`src/shared/ptc_pkg.sv`:
```
// Purpose: constants shared by the timestamp client path, its client model and its test
// Assumes: one 25 MHz core clock, plain register port with 32-bit data
// Notes: durations are in nanoseconds; correction values are ns scaled by 2^16
package ptc_pkg;
  // stream and timer widths
  localparam int DATA_W = 64;
  localparam int KEEP_W = 8;
  localparam int TUSER_W = 128;
  localparam int CMD_W = 64;
  localparam int SEC_W = 48;
  localparam int NS_W = 32;
  localparam int TOD_W = 80;
  localparam int CF_W = 64;
  localparam int ADJ_W = 32;
  localparam int CF_FRAC_BITS = 16;
  // sideband field positions
  localparam int UNDERRUN_BIT = 0;
  localparam int CMD_LSB = 64;
  // register port
  localparam int ADDR_W = 8;
  localparam int REG_W = 32;
  localparam logic [7:0] TX_CFG_OFS = 8'h00;
  localparam logic [7:0] RX_CFG_OFS = 8'h04;
  localparam logic [7:0] FMT_OFS = 8'h08;
  localparam logic [7:0] TX_ADJ_OFS = 8'h0C;
  localparam logic [7:0] RX_ADJ_OFS = 8'h10;
  localparam logic [7:0] STATUS_OFS = 8'h14;
  localparam logic [7:0] TX_TS_LO_OFS = 8'h18;
  // configuration bit positions
  localparam int INBAND_CMD_BIT = 22;
  localparam int CUST_PRE_BIT = 23;
  localparam int INLINE_TS_BIT = 22;
  localparam int CF_FMT_BIT = 0;
  // values after reset
  localparam logic [31:0] TX_ADJ_RST = 32'h0000_0000;
  localparam logic [31:0] RX_ADJ_RST = 32'h0000_0000;
  localparam logic [31:0] CFG_RST = 32'h0000_0000;
  // one second in nanoseconds
  localparam logic [32:0] NS_PER_SEC = 33'h0_3B9A_CA00;
  typedef enum logic [1:0] {PTC_TX_START, PTC_TX_FIRST, PTC_TX_BODY} ptc_tx_st_t;
  typedef enum logic [1:0] {PTC_RX_START, PTC_RX_HDR, PTC_RX_BODY} ptc_rx_st_t;
endpackage : ptc_pkg

```
`src/hw/ptc_skid_buf.sv`:
```
// Purpose: two-entry valid/ready buffer on the receive path
// Assumes: single clock, asynchronous use of the synchronised reset copy
// Notes: full and empty are exact; the drain side may stall at will
`timescale 1ns/1ps
module ptc_skid_buf #(
  parameter int W = 8,
  parameter int DEPTH = 2
) (
  input wire logic clk_i, // core clock
  input wire logic rst_n_i, // synchronised reset, active low
  input wire logic in_valid_i, // word offered
  output logic in_ready_o, // room for a word
  input wire logic [W-1:0] in_data_i, // word in
  output logic out_valid_o, // word held
  input wire logic out_ready_i, // drain accepts
  output logic [W-1:0] out_data_o // oldest word
);
  // the single-bit pointers below only serve two entries
  if (DEPTH != 2) begin : g_depth_chk
    $error("ptc_skid_buf serves exactly two entries");
  end
  logic [W-1:0] mem_q [DEPTH];
  logic [W-1:0] mem_d [DEPTH];
  logic wr_q, wr_d, rd_q, rd_d;
  logic [1:0] cnt_q, cnt_d;
  logic push, pop;

  // pointers and storage next values
  always_comb begin
    in_ready_o = (cnt_q != 2'h2);
    out_valid_o = (cnt_q != 2'h0);
    out_data_o = mem_q[rd_q];
    push = in_valid_i & in_ready_o;
    pop = out_valid_o & out_ready_i;
    mem_d = mem_q;
    if (push) begin
      mem_d[wr_q] = in_data_i;
    end
    wr_d = push ? ~wr_q : wr_q;
    rd_d = pop ? ~rd_q : rd_q;
    cnt_d = cnt_q + {1'b0, push} - {1'b0, pop};
  end

  always_ff @(posedge clk_i or negedge rst_n_i) begin
    if (!rst_n_i) begin
      wr_q <= 1'b0;
      rd_q <= 1'b0;
      cnt_q <= 2'h0;
      mem_q <= '{default: '0};
    end else begin
      wr_q <= wr_d;
      rd_q <= rd_d;
      cnt_q <= cnt_d;
      mem_q <= mem_d;
    end
  end
endmodule : ptc_skid_buf

```
`src/hw/ptc_ts_path.sv`:
```
// Purpose: timestamp client path: tx command field and rx timestamp delivery
// Assumes: timer inputs and start-codegroup strobes come from core_clk_i logic
// Notes: the rx path stalls its source for one cycle to insert the timestamp beat
//
// Decided for this implementation: the address-and-strobe port and the address map.
`timescale 1ns/1ps
// Functional notes
// - sideband bit 0 carries the client's underrun flag for the beat
// - sideband bits 63 to 1 are ignored
// - sideband bits 127 to 64 carry the out-of-band command word
// - sideband command used only while in-band command bit 22 is clear
// - each rx frame gets an 80-bit time value on separate ports
// - time-of-day inline value: low 32 seconds bits plus 32 nanosecond bits
// - correction format gives the 64-bit value out of band, optionally inline
// - rx time captured at the start codegroup strobe
// - rx capture reduced by a configurable latency duration
// - inline rx timestamp only while rx config bit 22 is set
// - inline timestamp is a beat ahead of the frame, replacing preamble
// - inline beat: nanoseconds in 31:0, low seconds in 63:32
// - custom preamble set disables in-band command passing
// - out-of-band rx timestamp valid with the frame's first beat (with inline timestamp on, the code flags the inline beat instead)
// - without inline timestamp the first beat holds the addresses
// - in-band command word is the beat just before the frame
// - tx time sampled at start codegroup plus configurable latency
module ptc_ts_path
  import ptc_pkg::*;
(
  input wire logic core_clk_i, // 25 MHz core clock
  input wire logic arst_n_i, // async reset, active low
  input wire logic [ptc_pkg::ADDR_W-1:0] reg_addr_i, // register byte address
  input wire logic [ptc_pkg::REG_W-1:0] reg_wdata_i, // register write data
  input wire logic reg_wr_i, // write strobe
  input wire logic reg_rd_i, // read strobe
  output logic [ptc_pkg::REG_W-1:0] reg_rdata_o, // read data, cycle after strobe
  input wire logic [ptc_pkg::SEC_W-1:0] tod_sec_i, // timer seconds
  input wire logic [ptc_pkg::NS_W-1:0] tod_ns_i, // timer nanoseconds
  input wire logic [ptc_pkg::CF_W-1:0] cf_time_i, // correction-format timer
  input wire logic [ptc_pkg::DATA_W-1:0] s_tx_tdata_i, // client tx data
  input wire logic [ptc_pkg::KEEP_W-1:0] s_tx_tkeep_i, // client tx byte keep
  input wire logic [ptc_pkg::TUSER_W-1:0] s_tx_tuser_i, // client tx sideband
  input wire logic s_tx_tvalid_i, // client tx valid
  input wire logic s_tx_tlast_i, // client tx last
  output logic s_tx_tready_o, // client tx ready
  output logic [ptc_pkg::DATA_W-1:0] mac_tx_tdata_o, // tx data to mac
  output logic [ptc_pkg::KEEP_W-1:0] mac_tx_tkeep_o, // tx keep to mac
  output logic mac_tx_tvalid_o, // tx valid to mac
  output logic mac_tx_tlast_o, // tx last to mac
  output logic mac_tx_underrun_o, // underrun flag with the beat
  input wire logic mac_tx_tready_i, // mac accepts tx beat
  output logic [ptc_pkg::CMD_W-1:0] tx_cmd_o, // frame command word
  output logic tx_cmd_valid_o, // one-cycle pulse, new command
  input wire logic tx_sof_i, // tx start codegroup strobe
  output logic [ptc_pkg::TOD_W-1:0] tx_ts_o, // adjusted tx timestamp
  output logic tx_ts_valid_o, // one-cycle pulse
  input wire logic rx_sof_i, // rx start codegroup strobe
  input wire logic [ptc_pkg::DATA_W-1:0] rx_in_tdata_i, // rx data from mac
  input wire logic [ptc_pkg::KEEP_W-1:0] rx_in_tkeep_i, // rx keep from mac
  input wire logic rx_in_tvalid_i, // rx valid from mac
  input wire logic rx_in_tlast_i, // rx last from mac
  output logic rx_in_tready_o, // rx ready to mac
  output logic [ptc_pkg::DATA_W-1:0] m_rx_tdata_o, // rx data to client
  output logic [ptc_pkg::KEEP_W-1:0] m_rx_tkeep_o, // rx keep to client
  output logic m_rx_tvalid_o, // rx valid to client
  output logic m_rx_tlast_o, // rx last to client
  input wire logic m_rx_tready_i, // client accepts rx beat
  output logic [ptc_pkg::TOD_W-1:0] rx_ts_o, // out-of-band rx timestamp
  output logic rx_ts_valid_o // high with frame's first beat, or with its inline timestamp beat when enabled
);
  localparam int BUF_W = DATA_W + KEEP_W + 1 + 1 + TOD_W;

  // add a duration to a time-of-day value, carrying into seconds
  function automatic logic [TOD_W-1:0] tod_add(input logic [TOD_W-1:0] t,
                                               input logic [ADJ_W-1:0] a);
    logic [32:0] s;
    s = {1'b0, t[NS_W-1:0]} + {1'b0, a};
    if (s >= NS_PER_SEC) begin
      tod_add = {t[TOD_W-1:NS_W] + 48'h1, 32'(s - NS_PER_SEC)};
    end else begin
      tod_add = {t[TOD_W-1:NS_W], s[NS_W-1:0]};
    end
  endfunction : tod_add

  // subtract a duration from a time-of-day value, borrowing from seconds
  function automatic logic [TOD_W-1:0] tod_sub(input logic [TOD_W-1:0] t,
                                               input logic [ADJ_W-1:0] a);
    logic [32:0] s;
    s = {1'b0, t[NS_W-1:0]};
    if (s >= {1'b0, a}) begin
      tod_sub = {t[TOD_W-1:NS_W], 32'(s - {1'b0, a})};
    end else begin
      tod_sub = {t[TOD_W-1:NS_W] - 48'h1, 32'(s + NS_PER_SEC - {1'b0, a})};
    end
  endfunction : tod_sub

  // reset release through two flip-flops
  logic rst_s1_q, rst_n;
  always_ff @(posedge core_clk_i or negedge arst_n_i) begin
    if (!arst_n_i) begin
      rst_s1_q <= 1'b0;
      rst_n <= 1'b0;
    end else begin
      rst_s1_q <= 1'b1;
      rst_n <= rst_s1_q;
    end
  end

  // ---------------- register file ----------------
  logic [REG_W-1:0] tx_cfg_q, tx_cfg_d, rx_cfg_q, rx_cfg_d, fmt_q, fmt_d;
  logic [ADJ_W-1:0] tx_adj_q, tx_adj_d, rx_adj_q, rx_adj_d;
  logic [REG_W-1:0] rdata_q, rdata_d;
  logic [7:0] rx_cnt_q, rx_cnt_d;
  logic inband_bit, cust_pre, eff_inband, inline_en, cf_fmt;
  logic pend_v_q, pend_v_d;
  logic [TOD_W-1:0] pend_q, pend_d;
  logic [TOD_W-1:0] tx_ts_q, tx_ts_d;
  logic rx_first_acc;

  assign inband_bit = tx_cfg_q[INBAND_CMD_BIT];
  assign cust_pre = tx_cfg_q[CUST_PRE_BIT];
  assign eff_inband = inband_bit & ~cust_pre;
  assign inline_en = rx_cfg_q[INLINE_TS_BIT];
  assign cf_fmt = fmt_q[CF_FMT_BIT];

  // register writes and read mux; unmapped reads give zero
  always_comb begin
    tx_cfg_d = tx_cfg_q;
    rx_cfg_d = rx_cfg_q;
    fmt_d = fmt_q;
    tx_adj_d = tx_adj_q;
    rx_adj_d = rx_adj_q;
    rdata_d = '0;
    if (reg_wr_i) begin
      unique case (reg_addr_i)
        TX_CFG_OFS: tx_cfg_d = reg_wdata_i;
        RX_CFG_OFS: rx_cfg_d = reg_wdata_i;
        FMT_OFS: fmt_d = reg_wdata_i;
        TX_ADJ_OFS: tx_adj_d = reg_wdata_i;
        RX_ADJ_OFS: rx_adj_d = reg_wdata_i;
        default: ;
      endcase
    end
    if (reg_rd_i) begin
      unique case (reg_addr_i)
        TX_CFG_OFS: rdata_d = tx_cfg_q;
        RX_CFG_OFS: rdata_d = rx_cfg_q;
        FMT_OFS: rdata_d = fmt_q;
        TX_ADJ_OFS: rdata_d = tx_adj_q;
        RX_ADJ_OFS: rdata_d = rx_adj_q;
        STATUS_OFS: rdata_d = {16'h0000, rx_cnt_q, 7'h00, pend_v_q};
        TX_TS_LO_OFS: rdata_d = tx_ts_q[NS_W-1:0];
        default: rdata_d = '0;
      endcase
    end
  end

  always_ff @(posedge core_clk_i or negedge rst_n) begin
    if (!rst_n) begin
      tx_cfg_q <= CFG_RST;
      rx_cfg_q <= CFG_RST;
      fmt_q <= CFG_RST;
      tx_adj_q <= TX_ADJ_RST;
      rx_adj_q <= RX_ADJ_RST;
      rdata_q <= '0;
    end else begin
      tx_cfg_q <= tx_cfg_d;
      rx_cfg_q <= rx_cfg_d;
      fmt_q <= fmt_d;
      tx_adj_q <= tx_adj_d;
      rx_adj_q <= rx_adj_d;
      rdata_q <= rdata_d;
    end
  end
  assign reg_rdata_o = rdata_q;

  // ---------------- transmit path ----------------
  ptc_tx_st_t tx_st_q, tx_st_d;
  logic tx_fire, tx_fwd, tx_oval_d, tx_oval_q;
  logic [DATA_W-1:0] tx_dat_q, tx_dat_d;
  logic [KEEP_W-1:0] tx_keep_q, tx_keep_d;
  logic tx_last_q, tx_last_d, tx_und_q, tx_und_d;
  logic [CMD_W-1:0] cmd_q, cmd_d;
  logic cmd_v_q, cmd_v_d, tx_ts_v_q, tx_ts_v_d;

  // single output stage; ready only when the stage is free or draining
  assign s_tx_tready_o = ~tx_oval_q | mac_tx_tready_i;
  assign tx_fire = s_tx_tvalid_i & s_tx_tready_o;

  // command extraction and beat forwarding
  always_comb begin
    tx_st_d = tx_st_q;
    cmd_d = cmd_q;
    cmd_v_d = 1'b0;
    tx_fwd = 1'b0;
    if (tx_fire) begin
      unique case (tx_st_q)
        PTC_TX_START: begin
          if (eff_inband) begin
            cmd_d = s_tx_tdata_i;
            cmd_v_d = 1'b1;
            tx_st_d = PTC_TX_FIRST;
          end else begin
            tx_fwd = 1'b1;
            tx_st_d = s_tx_tlast_i ? PTC_TX_START : PTC_TX_BODY;
            if (!inband_bit) begin
              cmd_d = s_tx_tuser_i[CMD_LSB +: CMD_W];
              cmd_v_d = 1'b1;
            end
          end
        end
        PTC_TX_FIRST, PTC_TX_BODY: begin
          tx_fwd = 1'b1;
          tx_st_d = s_tx_tlast_i ? PTC_TX_START : PTC_TX_BODY;
        end
        default: tx_st_d = PTC_TX_START;
      endcase
    end
    tx_oval_d = tx_fwd | (tx_oval_q & ~mac_tx_tready_i);
    tx_dat_d = tx_fwd ? s_tx_tdata_i : tx_dat_q;
    tx_keep_d = tx_fwd ? s_tx_tkeep_i : tx_keep_q;
    tx_last_d = tx_fwd ? s_tx_tlast_i : tx_last_q;
    // underrun travels with beat; bits 63:1 unread
    tx_und_d = tx_fwd ? s_tx_tuser_i[UNDERRUN_BIT] : tx_und_q;
    tx_ts_v_d = tx_sof_i;
    if (!tx_sof_i) begin
      tx_ts_d = tx_ts_q;
    end else if (cf_fmt) begin
      tx_ts_d = {16'h0000, cf_time_i + {16'h0000, tx_adj_q, 16'h0000}};
    end else begin
      tx_ts_d = tod_add({tod_sec_i, tod_ns_i}, tx_adj_q);
    end
  end

  always_ff @(posedge core_clk_i or negedge rst_n) begin
    if (!rst_n) begin
      tx_st_q <= PTC_TX_START;
      tx_oval_q <= 1'b0;
      tx_dat_q <= '0;
      tx_keep_q <= '0;
      tx_last_q <= 1'b0;
      tx_und_q <= 1'b0;
      cmd_q <= '0;
      cmd_v_q <= 1'b0;
      tx_ts_q <= '0;
      tx_ts_v_q <= 1'b0;
    end else begin
      tx_st_q <= tx_st_d;
      tx_oval_q <= tx_oval_d;
      tx_dat_q <= tx_dat_d;
      tx_keep_q <= tx_keep_d;
      tx_last_q <= tx_last_d;
      tx_und_q <= tx_und_d;
      cmd_q <= cmd_d;
      cmd_v_q <= cmd_v_d;
      tx_ts_q <= tx_ts_d;
      tx_ts_v_q <= tx_ts_v_d;
    end
  end
  assign mac_tx_tvalid_o = tx_oval_q;
  assign mac_tx_tdata_o = tx_dat_q;
  assign mac_tx_tkeep_o = tx_keep_q;
  assign mac_tx_tlast_o = tx_last_q;
  assign mac_tx_underrun_o = tx_und_q;
  assign tx_cmd_o = cmd_q;
  assign tx_cmd_valid_o = cmd_v_q;
  assign tx_ts_o = tx_ts_q;
  assign tx_ts_valid_o = tx_ts_v_q;

  // ---------------- receive path ----------------
  ptc_rx_st_t rx_st_q, rx_st_d;
  logic buf_rdy, ins_beat, rx_acc, push_first;
  logic [DATA_W-1:0] push_dat, inline_word;
  logic [KEEP_W-1:0] push_keep;
  logic push_last;
  logic [BUF_W-1:0] push_word, pop_word;
  logic [TOD_W-1:0] cap_ts;

  // capture at start codegroup less rx latency
  assign cap_ts = cf_fmt ? {16'h0000, cf_time_i - {16'h0000, rx_adj_q, 16'h0000}}
                         : tod_sub({tod_sec_i, tod_ns_i}, rx_adj_q);
  // low seconds above nanoseconds; full correction value
  assign inline_word = cf_fmt ? pend_q[CF_W-1:0] : {pend_q[NS_W +: 32], pend_q[NS_W-1:0]};
  // timestamp beat only when enabled, at frame start
  assign ins_beat = (rx_st_q == PTC_RX_START) & inline_en;
  assign rx_in_tready_o = buf_rdy & ~ins_beat;
  assign rx_acc = rx_in_tvalid_i & rx_in_tready_o;
  assign rx_first_acc = rx_acc & (rx_st_q != PTC_RX_BODY);

  // beat selection into the buffer and frame tracking
  always_comb begin
    rx_st_d = rx_st_q;
    push_dat = rx_in_tdata_i;
    push_keep = rx_in_tkeep_i;
    push_last = rx_in_tlast_i;
    push_first = (rx_st_q == PTC_RX_START);
    if (ins_beat) begin
      push_dat = inline_word;
      push_keep = '1;
      push_last = 1'b0;
      if (rx_in_tvalid_i && buf_rdy) begin
        rx_st_d = PTC_RX_HDR;
      end
    end else if (rx_acc) begin
      rx_st_d = rx_in_tlast_i ? PTC_RX_START : PTC_RX_BODY;
    end
    // held until its frame's first beat enters; new capture wins
    pend_v_d = rx_sof_i | (pend_v_q & ~rx_first_acc);
    pend_d = rx_sof_i ? cap_ts : pend_q;
    rx_cnt_d = rx_cnt_q + {7'h00, rx_acc & rx_in_tlast_i};
  end
  assign push_word = {pend_q, push_first, push_last, push_keep, push_dat};

  always_ff @(posedge core_clk_i or negedge rst_n) begin
    if (!rst_n) begin
      rx_st_q <= PTC_RX_START;
      pend_v_q <= 1'b0;
      pend_q <= '0;
      rx_cnt_q <= 8'h00;
    end else begin
      rx_st_q <= rx_st_d;
      pend_v_q <= pend_v_d;
      pend_q <= pend_d;
      rx_cnt_q <= rx_cnt_d;
    end
  end

  // two-entry buffer so a client stall loses no word
  ptc_skid_buf #(.W(BUF_W), .DEPTH(2)) u_rx_buf (
    .clk_i(core_clk_i),
    .rst_n_i(rst_n),
    .in_valid_i(rx_in_tvalid_i),
    .in_ready_o(buf_rdy),
    .in_data_i(push_word),
    .out_valid_o(m_rx_tvalid_o),
    .out_ready_i(m_rx_tready_i),
    .out_data_o(pop_word)
  );
  assign m_rx_tdata_o = pop_word[DATA_W-1:0];
  assign m_rx_tkeep_o = pop_word[DATA_W +: KEEP_W];
  assign m_rx_tlast_o = pop_word[DATA_W+KEEP_W];
  assign rx_ts_valid_o = m_rx_tvalid_o & pop_word[DATA_W+KEEP_W+1];
  assign rx_ts_o = pop_word[BUF_W-1 -: TOD_W];
endmodule : ptc_ts_path

```
`config.mk`:
```
export PLATFORM = sky130hd
export DESIGN_NAME = ptc_ts_path
export DESIGN_NICKNAME = d
export VERILOG_FILES = /design/src/shared/ptc_pkg.sv /design/src/hw/ptc_skid_buf.sv /design/src/hw/ptc_ts_path.sv
export SDC_FILE = /design/constraint.sdc
export NUM_CORES = 2
export LEC_CHECK = 0
export BUFFER_PORTS_ARGS = -buffer_cell sky130_fd_sc_hd__buf_2
export CORE_AREA = 2 2 338 340
export CTS_CLUSTER_DIAMETER = 150
export DETAILED_ROUTE_END_ITERATION = 12
export DIE_AREA = 0 0 340 342
export REMOVE_ABC_BUFFERS = 1
export SYNTH_ARGS = -nofsm -noshare
export SYNTH_HDL_FRONTEND = slang
export SYNTH_SLANG_ARGS = --single-unit
```
`constraint.sdc`:
```
create_clock -name core_clk_i -period 42.3 [get_ports core_clk_i]
set_input_delay 4.23 -clock core_clk_i [delete_from_list [all_inputs] [get_ports core_clk_i]]
set_output_delay 4.23 -clock core_clk_i [all_outputs]
set_load 0.03 [all_outputs]
```
==> flow_summary.yaml <==
outcome:
  status: "complete, no violations"
min_path:
  hold_path_class: "flip-flop to flip-flop"
synthesis:
  yosys.cell_types.count: 95
  synth_edf_count: 0
  ys_ff_latch: 820
  ys_warn_count: 0
  synth_flop_cell: "dfrtp_1"
  syn_inst: 4812
  async_reset_ff_share_pct: 100
  synth.avg_cell_area_um2: 9.86
  seq_area_frac_synth_pct: 43.2
  syn_area_um2: 47500
clock_network:
  tritoncts: "yes"
  cts_buffers: 94
  cts-resized-gates: 0
  insertion_delay_ns: 0.71
  clockRootBuffer: "clkbuf_16"
  path_clk_slew_ns: 0.06
  clkSinkCount: 820
  ctsHoldBuffers: 0
  cts_setup_buffers: 0
  htreeDepth: 3
  cts_max_path_buffers: 3
sta:
  rsz0062_at_grt: "no"
  drv_slew: 0
  layout_min_cycle_time_ns: 9.11
  finalCritPeriodShare_pct: 21.5
  setup_tns_ns: 0
  final_hold_viol_count: 0
  holdWs_ns: 0.348
  worst_slew_pin_slew_ns: 1.13
  slew_headroom_pct: 24.0
  fin_skew_ns: 0.0503
  setup_viol: 0
  max_freq_mhz: 110
critical_path:
  critPathSlowestCell: "o311ai_0"
  worstPathRequired_ns: 42.88
  crit_arrival_ns: 9.69
  critPathCaptureType: "flip-flop"
  crit_family: "compound AO/OA/AOI/OAI gates"
  critical-path-max-stage-delay_ns: 0.97
  startpoint_type: "primary input"
  crit_fanout: 29
  criticalPathCategory: "primary input to flip-flop"
  cp.buffers_inverters: 2
  crit_chain: "buf_2 > ha_1 > fa_1 > a21oi_1 > o211ai_1 > o311ai_0 > nand4_1 > nor4bb_1 > nand4b_1 > a2111oi_4 > buf_4 > or3_2 > nand2_1 > a311o_1"
placement:
  gp_congestion: 0.955
  place_hpwl_mm: 141
  io_buffers: 814
route:
  drtAntennaViolNets: 0
  dr.pass1.iters: 8
  drt_iter0_markers: 3787
  vias: 41500
  viasPerCell: 5.83
  drc: 0
  totalWireLength_mm: 187
  routedWlPerCell_um: 26.2
final_layout:
  fillers: 10700
  final_common_cell: "dfrtp_1"
  area_growth_syn_to_layout_pct: 18.4
  layout-drive-gt1-share_pct: 28.4
  layout_common_cells: "dfrtp_1 (817), buf_2 (814), nand2_1 (657)"
  finalNetCount: 6157
global_routing:
  grt_pass1_vias: 38800
  grt_max_degree: 172
  grtUsageTotal_pct: 30.8
  grt_pass1_wl_mm: 267
  antenna_found_initial: 79
  overflow: 0
floorplan:
  initial_core_util_pct: 42.0
  die_y_um: 342
  die_x_um: 340
  coreArea_um2: 113000
  ios: 878
  dieArea_um2: 116000
  rows: 124
power:
  leakage_nw: 26.1
  power_per_cell_area_nw_per_um2: 58.3
  ir_drop_mv: 0.0405
flow_run:
  drv_cap: 0
-- stage by stage --
step                      std cells  total power, mW  cell area [µm²]  util, %  setup WS [ns]
after CTS                      7077             3.28            56100     49.6          33.28
after detailed placement       6903             2.42            52900     46.8          32.72
after global routing           7101             3.43            56200     49.7          33.04
after global placement         6903             2.40            52900     46.8          32.68
after floorplan                4525             2.02            46300        -          17.75
final                          7120             3.28            56200     49.7          33.19
-- routing by layer --
| metal | GRT usage (%) | routed length, µm | up-vias |
|---|---|---|---|
| met4 | 10.5 | 5810 | 32 |
| li1 | - | - | 18700 |
| met3 | 7.58 | 17300 | 341 |
| met5 | 0 | 207 | - |
| met1 | 43.9 | 82000 | 20700 |
| met2 | 45.4 | 81500 | 1764 |
-- state kept, by name, summed over array words and instances (netlist names), 2 cells and up --
name	cells
u_rx_buf.mem_q	308
reg_rdata_o	32
rx_cfg_q	32
tx_st_q	2
mac_tx_tdata_o	64
rx_cnt_q	8
fmt_q	32
tx_cfg_q	32
tx_ts_o	80
pend_q	80
rx_adj_q	32
tx_cmd_o	64
rx_st_q	2
mac_tx_tkeep_o	8
u_rx_buf.cnt_q	2
tx_adj_q	32
-- power by group --
group	leakage [nW]	total [mW]	internal, mW	switching [mW]
clock	1.59	0.857	0.502	0.355
combinational	14.2	1.27	0.435	0.839
sequential	10.3	1.15	1.00	0.143
-- logic make-up after synthesis --
family / share of synthesized area, %
buffers and inverters: 3.73
AOI/OAI and AO/OA: 15.0
DFF: 43.2
adders and majority gates: 5.67
and+or+nand+nor: 13.6
xor gates and xnor gates: 3.93
other: 0.00790
muxes: 14.8
-- worst paths after layout --
path	depth (start not counted)	from	to	slack, ns
max	14	tod_ns_i[0]	tx_ts_o[38]	33.19
min	0	rst_s1_q	rst_n	0.35
max reg2reg	13	tx_adj_q[0]	tx_ts_o[38]	36.38
min reg2reg	0	rst_s1_q	rst_n	0.35
max in group asynchronous	4	rst_n	u_rx_buf.mem_q[86]	37.91
min in group asynchronous	0	rst_n	mac_tx_tdata_o[19]	0.36
-- layout make-up --
| cell class | instances | area [µm²] | share of cell area, % |
|---|---|---|---|
| antenna | 43 | 108 | 0.191 |
| clock buffer | 134 | 2740 | 4.88 |
| clock inverter | 40 | 485 | 0.863 |
| inverter | 173 | 649 | 1.15 |
| multi-input combinational | 3532 | 25300 | 45.0 |
| sequential | 820 | 20500 | 36.5 |
| tap | 1512 | 1890 | 3.36 |
| timing repair buffer | 866 | 4530 | 8.05 |
-- synthesized netlist by cell type, types with 26 or more instances --
cell type / instances / area (µm²)
a211oi_1: 38 / 285
a21o_1: 53 / 398
a21oi_1: 167 / 836
a221oi_1: 31 / 272
a22oi_1: 41 / 308
a31oi_1: 55 / 344
and2_1: 26 / 163
and3_1: 48 / 300
buf_1: 33 / 124
clkbuf_1: 232 / 871
dfrtp_1: 820 / 20500
ha_1: 180 / 2250
inv_1: 171 / 642
mux2_2: 477 / 5370
mux2i_1: 165 / 1650
nand2_1: 664 / 2490
nand3_1: 95 / 475
nand4_1: 39 / 244
nor2_1: 225 / 845
nor2b_1: 29 / 181
nor3_1: 85 / 425
nor4_1: 31 / 194
o211ai_1: 39 / 293
o21ai_0: 362 / 1810
or3_1: 40 / 250
xnor2_1: 135 / 1180
xor2_1: 78 / 683
(Power assumes the default switching activity.)
